### src/core/prr_pkg.sv
// shared constants and types of the peripheral pin routing unit
package prr_pkg;
    localparam int          NUM_IN      = 18;   // peripheral inputs with a select each
    localparam int          NUM_PIN     = 12;   // port a bits 0..5, port c bits 0..5
    localparam int          NUM_SRC     = 32;   // output source codes
    localparam int          SEL_W       = 5;
    localparam int          PIN_IDX_W   = 4;
    localparam logic        LARGE_VARIANT = 1'b1;
    // pin codes
    localparam logic [4:0]  CODE_PA_LO  = 5'h00;
    localparam logic [4:0]  CODE_PA_HI  = 5'h05;
    localparam logic [4:0]  CODE_PC_LO  = 5'h10;
    localparam logic [4:0]  CODE_PC_HI  = 5'h15;
    localparam logic [3:0]  PC_BASE     = 4'h6;  // pin index of port c bit 0
    // dedicated two-wire pins
    localparam logic [3:0]  TW_CLK_PIN  = 4'h6;
    localparam logic [3:0]  TW_DAT_PIN  = 4'h7;
    // lock control register
    localparam logic [7:0]  UNLOCK_KEY1 = 8'h55;
    localparam logic [7:0]  UNLOCK_KEY2 = 8'hAA;
    localparam int          LOCK_BIT    = 0;
    // power-on defaults, index 0 is the external interrupt input
    localparam logic [NUM_IN-1:0][SEL_W-1:0] IN_SEL_RST = {
        5'h14, 5'h15, 5'h13, 5'h11, 5'h10, 5'h12, 5'h05, 5'h11, 5'h14,
        5'h13, 5'h02, 5'h13, 5'h15, 5'h05, 5'h04, 5'h05, 5'h02, 5'h02};
    localparam logic [SEL_W-1:0] OUT_SEL_RST = 5'h00;  // code 0: port latch

    typedef enum logic [1:0] {
        PRR_TGT_IN   = 2'h0,
        PRR_TGT_OUT  = 2'h1,
        PRR_TGT_LOCK = 2'h2
    } prr_tgt_t;

    // gray order along idle, first key, armed
    typedef enum logic [1:0] {
        PRR_SEQ_IDLE = 2'h0,
        PRR_SEQ_KEY1 = 2'h1,
        PRR_SEQ_ARM  = 2'h3
    } prr_seq_t;

    typedef struct packed {
        logic       en;
        prr_tgt_t   tgt;
        logic [4:0] idx;
        logic [7:0] data;
    } prr_wr_t;

    typedef struct packed {
        logic [NUM_PIN-1:0] lat;       // port latch values
        logic [NUM_PIN-1:0] dir_in;    // direction control, 1 = input
        logic [NUM_PIN-1:0] thr_st;    // input threshold select, 1 = schmitt
    } prr_port_t;
endpackage : prr_pkg

### src/core/prr_core.sv
// peripheral pin routing unit: input/output selects, lock and two-wire buffers
//
// How it works
// - input select codes 0x00-0x05 pick port a bits 0-5 and 0x10-0x15 port c bits 0-5.
// - power-on reset loads every select with its default and removes the permanent lock.
// - other device resets keep every input and output select as it is.
// - two-wire signals on other pins use that pin's ttl or schmitt buffer.
// - two-wire mode on the dedicated pins forces the two-wire thresholds.
// - while the lock flag is set, writes to all select registers are ignored.
// - the lock flag changes only on the write right after 0x55 then 0xAA.
// - with the one-way option the flag may be cleared once and set once per reset.
// - with the one-way option a set after the single clear sticks until reset.
// - sleep leaves every select untouched.
// - each peripheral input has its own select, all with the same pin coding.
// - each pin has an output source select; direction control owns the driver unless the selected source owns its direction
`timescale 1ns/10ps
`default_nettype none
module prr_core
    import prr_pkg::*;
(
    input  wire logic                               clk,
    input  wire logic                               nrst,
    input  wire logic                               dev_rst,
    input  wire logic                               sleep_i,
    input  wire logic                               one_way_lock_option,
    input  wire logic                               two_wire_mode,
    input  wire prr_pkg::prr_wr_t                   wr_i,
    input  wire prr_pkg::prr_port_t                 port_i,
    input  wire logic [prr_pkg::NUM_PIN-1:0]        pin_in,
    input  wire logic [prr_pkg::NUM_SRC-1:0]        src_out,
    input  wire logic [prr_pkg::NUM_SRC-1:0]        src_owns_dir,
    input  wire logic [prr_pkg::NUM_SRC-1:0]        src_oe_n,
    output logic [prr_pkg::NUM_IN-1:0]              periph_in,
    output logic [prr_pkg::NUM_PIN-1:0]             pin_out,
    output logic [prr_pkg::NUM_PIN-1:0]             pin_oe_n,
    output logic [prr_pkg::NUM_PIN-1:0]             pin_thr_st,
    output logic [prr_pkg::NUM_PIN-1:0]             pin_thr_tw,
    output logic                                    selection_lock_flag,
    output logic [prr_pkg::NUM_IN-1:0][4:0]         in_sel_rd,
    output logic [prr_pkg::NUM_PIN-1:0][4:0]        out_sel_rd
);
    import prr_pkg::*;

    typedef struct packed {
        logic [NUM_IN-1:0][SEL_W-1:0]  in_sel;
        logic [NUM_PIN-1:0][SEL_W-1:0] out_sel;
        logic                          lock;
        logic                          clr_used;
        logic                          set_used;
        prr_seq_t                      seq;
        logic [NUM_PIN-1:0]            s1;
        logic [NUM_PIN-1:0]            s2;
        logic [NUM_PIN-1:0]            s3;
        logic [NUM_PIN-1:0]            filt;
        logic [NUM_IN-1:0]             pin_to_periph;
        logic [NUM_PIN-1:0]            drv;
        logic [NUM_PIN-1:0]            oe_n;
        logic [NUM_PIN-1:0]            thr_st;
        logic [NUM_PIN-1:0]            thr_tw;
    } prr_state_t;

    prr_state_t st_reg;
    prr_state_t st_next;

    // turns an input select code into a pin index, invalid codes flagged
    function automatic logic [PIN_IDX_W:0] pin_decode(input logic [SEL_W-1:0] code);
        logic [PIN_IDX_W:0] r;
        r = '0;
        if (code <= CODE_PA_HI)
            r = {1'b1, code[3:0]};
        else if (LARGE_VARIANT && code >= CODE_PC_LO && code <= CODE_PC_HI)
            r = {1'b1, PC_BASE + code[3:0]};
        return r;
    endfunction

    logic wr_in;
    logic wr_out;
    logic wr_lock;
    logic lock_req;
    logic [PIN_IDX_W:0] dec;

    assign wr_in   = wr_i.en && wr_i.tgt == PRR_TGT_IN  && wr_i.idx < 5'(NUM_IN);
    assign wr_out  = wr_i.en && wr_i.tgt == PRR_TGT_OUT && wr_i.idx < 5'(NUM_PIN);
    assign wr_lock = wr_i.en && wr_i.tgt == PRR_TGT_LOCK;
    assign lock_req = wr_i.data[LOCK_BIT];

    // next-state logic; sleep_i is deliberately not read by anything in this block
    // sleep ignored
    always_comb
    begin
        st_next = st_reg;
        dec = '0;
        // pin synchroniser, s1 feeds only s2
        st_next.s1 = pin_in;
        st_next.s2 = st_reg.s1;
        st_next.s3 = st_reg.s2;
        for (int p = 0; p < NUM_PIN; p++)
        begin
            if (st_reg.s2[p] == st_reg.s3[p])
                st_next.filt[p] = st_reg.s3[p];
        end
        if (!st_reg.lock && wr_in)
            st_next.in_sel[wr_i.idx] = wr_i.data[SEL_W-1:0];
        if (!st_reg.lock && wr_out)
            st_next.out_sel[wr_i.idx[3:0]] = wr_i.data[SEL_W-1:0];
        case (st_reg.seq)
            PRR_SEQ_IDLE:
                if (wr_lock && wr_i.data == UNLOCK_KEY1)
                    st_next.seq = PRR_SEQ_KEY1;
            PRR_SEQ_KEY1:
                if (wr_i.en)
                    st_next.seq = (wr_lock && wr_i.data == UNLOCK_KEY2) ?
                                  PRR_SEQ_ARM : PRR_SEQ_IDLE;
            PRR_SEQ_ARM:
                if (wr_i.en)
                begin
                    st_next.seq = PRR_SEQ_IDLE;
                    if (wr_lock && lock_req != st_reg.lock)
                    begin
                        if (!lock_req && !(one_way_lock_option && st_reg.clr_used))
                        begin
                            st_next.lock = 1'b0;
                            st_next.clr_used = 1'b1;
                        end
                        else if (lock_req && !(one_way_lock_option && st_reg.set_used))
                        begin
                            st_next.lock = 1'b1;
                            st_next.set_used = 1'b1;
                        end
                    end
                end
            default:
                st_next.seq = PRR_SEQ_IDLE;
        endcase
        // other resets keep selects, renew the one-way budget and cancel the key sequence
        if (dev_rst)
        begin
            st_next.seq = PRR_SEQ_IDLE;
            st_next.clr_used = 1'b0;
            st_next.set_used = 1'b0;
        end
        for (int i = 0; i < NUM_IN; i++)
        begin
            dec = pin_decode(st_reg.in_sel[i]);
            st_next.pin_to_periph[i] = dec[PIN_IDX_W] & st_reg.filt[dec[PIN_IDX_W-1:0]];
        end
        for (int p = 0; p < NUM_PIN; p++)
        begin
            if (st_reg.out_sel[p] == OUT_SEL_RST)
                st_next.drv[p] = port_i.lat[p];
            else
                st_next.drv[p] = src_out[st_reg.out_sel[p]];
            if (src_owns_dir[st_reg.out_sel[p]])
                st_next.oe_n[p] = src_oe_n[st_reg.out_sel[p]];
            else
                st_next.oe_n[p] = port_i.dir_in[p];
        end
        for (int p = 0; p < NUM_PIN; p++)
        begin
            st_next.thr_tw[p] = two_wire_mode && LARGE_VARIANT &&
                                (4'(p) == TW_CLK_PIN || 4'(p) == TW_DAT_PIN);
            st_next.thr_st[p] = port_i.thr_st[p] && !st_next.thr_tw[p];
        end
    end

    always_ff @(posedge clk or negedge nrst)
    begin
        if (!nrst)
        begin
            st_reg <= '0;
            st_reg.in_sel <= IN_SEL_RST;
            st_reg.out_sel <= {NUM_PIN{OUT_SEL_RST}};
            st_reg.seq <= PRR_SEQ_IDLE;
            st_reg.oe_n <= '1;    // pins stay undriven until configured
        end
        else
        begin
            st_reg <= st_next;
        end
    end

    assign periph_in           = st_reg.pin_to_periph;
    assign pin_out             = st_reg.drv;
    assign pin_oe_n            = st_reg.oe_n;
    assign pin_thr_st          = st_reg.thr_st;
    assign pin_thr_tw          = st_reg.thr_tw;
    assign selection_lock_flag = st_reg.lock;
    assign in_sel_rd           = st_reg.in_sel;
    assign out_sel_rd          = st_reg.out_sel;
endmodule : prr_core // prr_core
`default_nettype wire

### config.mk
export PLATFORM = sky130hd
export DESIGN_NAME = prr_core
export DESIGN_NICKNAME = d
export VERILOG_FILES = /design/src/core/prr_pkg.sv /design/src/core/prr_core.sv
export SDC_FILE = /design/constraint.sdc
export NUM_CORES = 1
export LEC_CHECK = 0
export BUFFER_PORTS_ARGS = -buffer_cell sky130_fd_sc_hd__buf_2
export CORE_ASPECT_RATIO = 0.9
export CORE_MARGIN = 8
export CORE_UTILIZATION = 48
export CTS_BUF_LIST = sky130_fd_sc_hd__clkbuf_2
export CTS_CLUSTER_DIAMETER = 200
export DETAILED_ROUTE_END_ITERATION = 6
export PLACE_DENSITY = 0.7
export SYNTH_ARGS = -nofsm -noshare
export SYNTH_HDL_FRONTEND = slang
export SYNTH_SLANG_ARGS = --single-unit
### constraint.sdc
create_clock -name clk -period 2.7 [get_ports clk]
set_input_delay 0.135 -clock clk [delete_from_list [all_inputs] [get_ports clk]]
set_output_delay 0.135 -clock clk [all_outputs]
set_load 0.02 [all_outputs]
==> flow_metrics.env, run 1 <==
export IMPL_status="complete, but fails checks"
export IMPL_violations="DRC, setup timing"
export IMPL_netlist_instances=2011
export IMPL_cp_end_kind="register"
export IMPL_vdd_drop_max_mv=0.463
export IMPL_slew_violations=0
export IMPL_core_um2=50000
export IMPL_gp_congestion=0.958
export IMPL_dpl_hpwl_mm=59.2
export IMPL_clkSinkCount=258
export IMPL_netlist_area_um2=24100
export IMPL_grt_first_pass_wirelength_mm=133
export IMPL_arrival_ns=3.62
export IMPL_hp_class="in2reg"
export IMPL_fin_crit_ns=2.71
export IMPL_path_clk_slew_ns=0.11
export IMPL_viasPerCell=6.78
export IMPL_cts_root_buf="clkbuf_2"
export IMPL_p_seq_share_pct=36.4
export IMPL_grt_max_degree=59
export IMPL_initial_core_util_pct=48.1
export IMPL_synth_edf_count=0
export IMPL_p_int_mw=8.30
export IMPL_final_setup_viol_count=1
export IMPL_drt_initial_drc_count=2668
export IMPL_place_inst=2691
export IMPL_required_ns=3.60
export IMPL_cts_tree="built"
export IMPL_grt_pass1_vias=21194
export IMPL_cp_start_kind="register"
export IMPL_clock_skew_ns=0.101
export IMPL_dr_pass1_iters=7
export IMPL_vias=20650
export IMPL_antenna_found_initial=13
export IMPL_die_w_um=252
export IMPL_power_density_nw_per_um2=493
export IMPL_ys_types=70
export IMPL_largest_register_ff_count=90
export IMPL_pin_count=383
export IMPL_comb_power_share_pct=40.6
export IMPL_cts_made_buffers=75
export IMPL_p_clk_share_pct=23.0
export IMPL_final_antenna_net_count=0
export IMPL_max_cap_violations=0
export IMPL_die_area_um2=57500
export IMPL_worst_slew_pin_slew_ns=1.02
export IMPL_rows=78
export IMPL_final_cells=3046
export IMPL_synth_top_cell_by_area="mux4_2"
export IMPL_p_sw_mw=5.43
export IMPL_yosysWarnings=0
export IMPL_hold_violations=0
export IMPL_p_sw_share_pct=39.5
export IMPL_slew_headroom_pct=31.7
export IMPL_htree_levels=3
export IMPL_clockBufferDepth=3
export IMPL_syn_area_per_cell_um2=12.0
export IMPL_p_leak_nw=11.4
export IMPL_drive_above_1_share_pct=48.8
export IMPL_syn_to_final_growth_pct=15.7
export IMPL_post_drt_wl_per_cell_um=29.5
export IMPL_portBuffers=370
export IMPL_fp_dieH_um=228
export IMPL_gr_total_overflow=0
export IMPL_max_freq_mhz=368
export IMPL_drc=6
export IMPL_synth_area_leaders="mux4_2 31%, dfrtp_1 22%, mux2_2 7.8%"
export IMPL_synthArstFlopShare_pct=100
export IMPL_crit_fanout=13
export IMPL_fin_crit_sh_pct=101
export IMPL_worst_slack_ns=-0.0147
export IMPL_grt_usage_pct=30.4
export IMPL_post_cts_buffers=0
export IMPL_criticalPathCategory="reg2reg"
export IMPL_synth_top_cell_area_share_pct=31.5
export IMPL_nets=2512
export IMPL_synth_seq_area_share_pct=27.1
export IMPL_post_route_util_pct=55.7
export IMPL_worstSkewPairLatency_ns=1.09
export IMPL_postRouteWirelength_mm=89.7
export IMPL_ys_ff_latch=258
export IMPL_synth_ff_type="dfrtp_1"
==> power groups by stage <==
stage	logic (mW)	clock network (mW)	registers, mW
floorplan	4.25	0	4.66
global placement	4.93	0	5.02
detailed placement	5.07	0	5.04
CTS	5.39	3.27	4.96
global route	5.85	3.50	5.05
finish	5.58	3.15	4.99
==> timing repair <==
action,in CTS,in global routing
hold buffers,202,1
resized for setup,0,18
endpoints found under the setup margin,0,22
hold endpoints to repair,462,1
==> logic make-up after synthesis <==
group / after synthesis / synth area share [%]
muxes: 584 / 43.7
buffers and inverters: 521 / 12.0
and+or+nand+nor: 308 / 6.37
DFF: 258 / 27.1
AOI/OAI and AO/OA: 248 / 6.56
adders and majority gates: 66 / 3.31
xor gates and xnor gates: 25 / 0.910
other: 1 / 0.0156
==> cells in the mapped netlist, drive strengths merged, types with 24 or more instances <==
cell type and number:
nand3 24, inv 54, dfstp 48, mux2i 66, nor2b 29, nor2 67
mux4 352, nand2 98, dfrtp 210, buf 277, a21oi 80, ha 54
mux2 166, o21ai 58, clkbuf 188
==> cell type report <==
class / instances / area, um^2
antenna: 14 / 35.0
clock inverter: 23 / 146
timing repair buffer: 660 / 4780
inverter: 56 / 210
fill: 4058 / 22100
sequential: 258 / 6520
clock buffer: 114 / 571
multi-input combinational: 1241 / 14700
tap: 680 / 851
==> critical path: stages (launching register included) <==
cell	delay (ns)
dfrtp_1	0.75
buf_4	0.23
mux4_2	0.27
dlygate4sd3_1	0.58
mux4_2	0.48
mux2_2	0.30
==> cells in the final DEF, fill, tap and decap left out, drive strengths merged, types with 7 or more instances in the layout <==
cell type	count
nand3b	16
mux2i	66
a211oi	18
nand3	24
a31oi	7
nand4	7
nand2b	11
inv	57
maj3	12
conb	10
xnor2	9
clkbuf	116
nor3	19
clkinv	21
buf	456
nor2	67
mux2	166
xor2	16
o221ai	9
dfrtp	210
nand2	98
diode	14
a21o	13
nor3b	10
dlygate4sd3	201
o21a	7
ha	54
a21oi	80
mux4	352
nor2b	29
o21ai	58
dfstp	48
==> worst paths after layout <==
check | startpoint | to | slack (ns) | cells after the start
worst max-delay path | out_sel_rd[56] | pin_out[11] | -0.01 | 5
worst min-delay path | src_oe_n[14] | pin_oe_n[9] | 0.15 | 6
worst max register to register | out_sel_rd[56] | pin_out[11] | -0.01 | 5
worst min register to register | st_next[92] | st_next[80] | 0.35 | 0
max in group asynchronous | nrst | in_sel_rd[70] | 1.93 | 4
min in group asynchronous | nrst | out_sel_rd[6] | 0.27 | 4
==> layer usage <==
metal  wire [um]  GRT usage, %
met2       39200          44.7
met4        5850          16.1
met3       14600          15.1
met1       30000          36.2
met5          14         0.433
==> metrics by stage <==
step                area, um^2  hold slack [ns]  setup TNS (ns)  worst slack [ns]  total power, mW
floorplan                24100           -0.161               0             0.440             8.91
global placement         24900            0.143               0             0.300             9.95
detailed placement       24900            0.153               0             0.285             10.1
CTS                      27700          0.00444               0            0.0144             13.6
global route             27800           0.0461         -0.0127           -0.0113             14.4
finish                   27800            0.146         -0.0147           -0.0147             13.7
No activity file was read; power rests on OpenSTA's default activity.
==> run 2: changes to the inputs <==
- CORE_MARGIN: 8 -> 5
==> flow_metrics.env, run 2 (synthesis results as in run 1) <==
export IMPL_fin_crit_sh_pct=98.2
export IMPL_dpl_hpwl_mm=57.8
export IMPL_die_w_um=246
export IMPL_slew_violations=0
export IMPL_die_area_um2=54700
export IMPL_gr_total_overflow=0
export IMPL_cts_root_buf="clkbuf_2"
export IMPL_max_freq_mhz=377
export IMPL_dr_pass1_iters=6
export IMPL_fp_dieH_um=222
export IMPL_holdWs_ns=0.126
export IMPL_htree_levels=3
export IMPL_grt_pass1_vias=20751
export IMPL_core_um2=49300
export IMPL_postRouteWirelength_mm=87.9
export IMPL_initial_core_util_pct=48.8
export IMPL_grt_max_degree=71
export IMPL_drive_above_1_share_pct=48.8
export IMPL_fin_area_um2=27900
export IMPL_drt_initial_drc_count=2326
export IMPL_syn_to_final_growth_pct=15.9
export IMPL_hp_class="in2reg"
export IMPL_grt_usage_pct=31.1
export IMPL_clockBufferDepth=3
export IMPL_total_power_mw=13.8
export IMPL_final_antenna_net_count=0
export IMPL_rows=77
export IMPL_path_clk_slew_ns=0.11
export IMPL_criticalPathCategory="reg2reg"
export IMPL_cp_end_kind="register"
export IMPL_antenna_found_initial=14
export IMPL_viasPerCell=6.73
export IMPL_required_ns=3.66
export IMPL_arrival_ns=3.61
export IMPL_pin_count=383
export IMPL_cts_made_buffers=75
export IMPL_hold_violations=0
export IMPL_nets=2517
export IMPL_cp_start_kind="register"
export IMPL_slew_headroom_pct=36.6
export IMPL_gp_congestion=0.983
export IMPL_dpl_cell_area_um2=24900
export IMPL_vdd_drop_max_mv=0.559
export IMPL_crit_fanout=13
export IMPL_worst_slack_ns=0.0499
export IMPL_status="finished clean"
export IMPL_drc=0
export IMPL_post_drt_wl_per_cell_um=28.9
export IMPL_worst_slew_pin_slew_ns=0.952
export IMPL_power_density_nw_per_um2=496
export IMPL_vias=20460
export IMPL_portBuffers=370
export IMPL_clock_skew_ns=0.0888
export IMPL_max_cap_violations=0
export IMPL_fin_crit_ns=2.65
export IMPL_final_cell_mix="369 x buf_2, 336 x mux4_2, 202 x dlygate4sd3_1, 202 x dfrtp_1, 166 x mux2_2"
export IMPL_clkSinkCount=258
export IMPL_final_common_cell="buf_2"
export IMPL_final_setup_viol_count=0
export IMPL_cts_tree="built"
export IMPL_post_place_ws_ns=0.312
export IMPL_worstSkewPairLatency_ns=1.04
export IMPL_grt_first_pass_wirelength_mm=130
export IMPL_largest_register_ff_count=90
export IMPL_p_leak_nw=11.5
run 2: power by group:
group          leakage (nW)  total (mW)  internal [mW]  switching, mW
Clock                 0.547        3.30           1.32           1.98
Sequential             3.17        5.02           4.36          0.658
Combinational          7.76        5.51           2.70           2.82
run 2: worst paths after layout:
kind / from / endpoint / slack, ns / depth (start not counted)
setup / recovery: out_sel_rd[26] / pin_oe_n[5] / 0.05 / 6
hold / removal: src_owns_dir[0] / pin_oe_n[6] / 0.13 / 7
setup reg to reg: out_sel_rd[26] / pin_oe_n[5] / 0.05 / 6
hold reg to reg: st_next[94] / st_next[82] / 0.37 / 0
max in group asynchronous: nrst / pin_oe_n[8] / 1.98 / 4
min in group asynchronous: nrst / out_sel_rd[43] / 0.29 / 4
run 2: layer usage:
metal  up-vias  GRT usage (%)  share of wire, %
met1     10097           39.8                34
met3       466           12.7                15
li1       8039              -                 -
met2      1852           45.9                44
met5         -          0.178             0.056
met4         6           15.3               6.6
run 2: stage by stage:
stage | TNS (ns) | utilization [%] | std cells
after floorplan | 0 | - | 2020
after global placement | 0 | 50.4 | 2679
after detailed placement | 0 | 50.4 | 2679
after CTS | 0 | 56.1 | 3020
after global routing | -0.0464 | 56.5 | 3038
final | 0 | 56.5 | 3040
run 2: critical path: stages, from the launching register on:
cell,delay (ns)
dfrtp_1,0.62
buf_4,0.32
mux4_2,0.32
mux4_2,0.48
mux2i_1,0.14
dlygate4sd3_1,0.57
mux2i_1,0.10
run 2: repair_timing:
action / 4_1_cts / 5_1_grt
setup buffers: 0 / 5
endpoints found under the hold margin: 462 / 0
hold buffers: 204 / 0
gates resized for setup: 0 / 17
endpoints found under the setup margin: 0 / 12
run 2: cell type report:
cell class                      instances  area, um^2
Fill cell                            4018       21400
Multi-Input combinational cell       1241       14700
Sequential cell                       258        6530
Clock inverter                         30         209
Tap cell                              671         840
Antenna cell                           12        30.0
Clock buffer                          107         536
Inverter                               56         210
Timing Repair Buffer                  665        4840
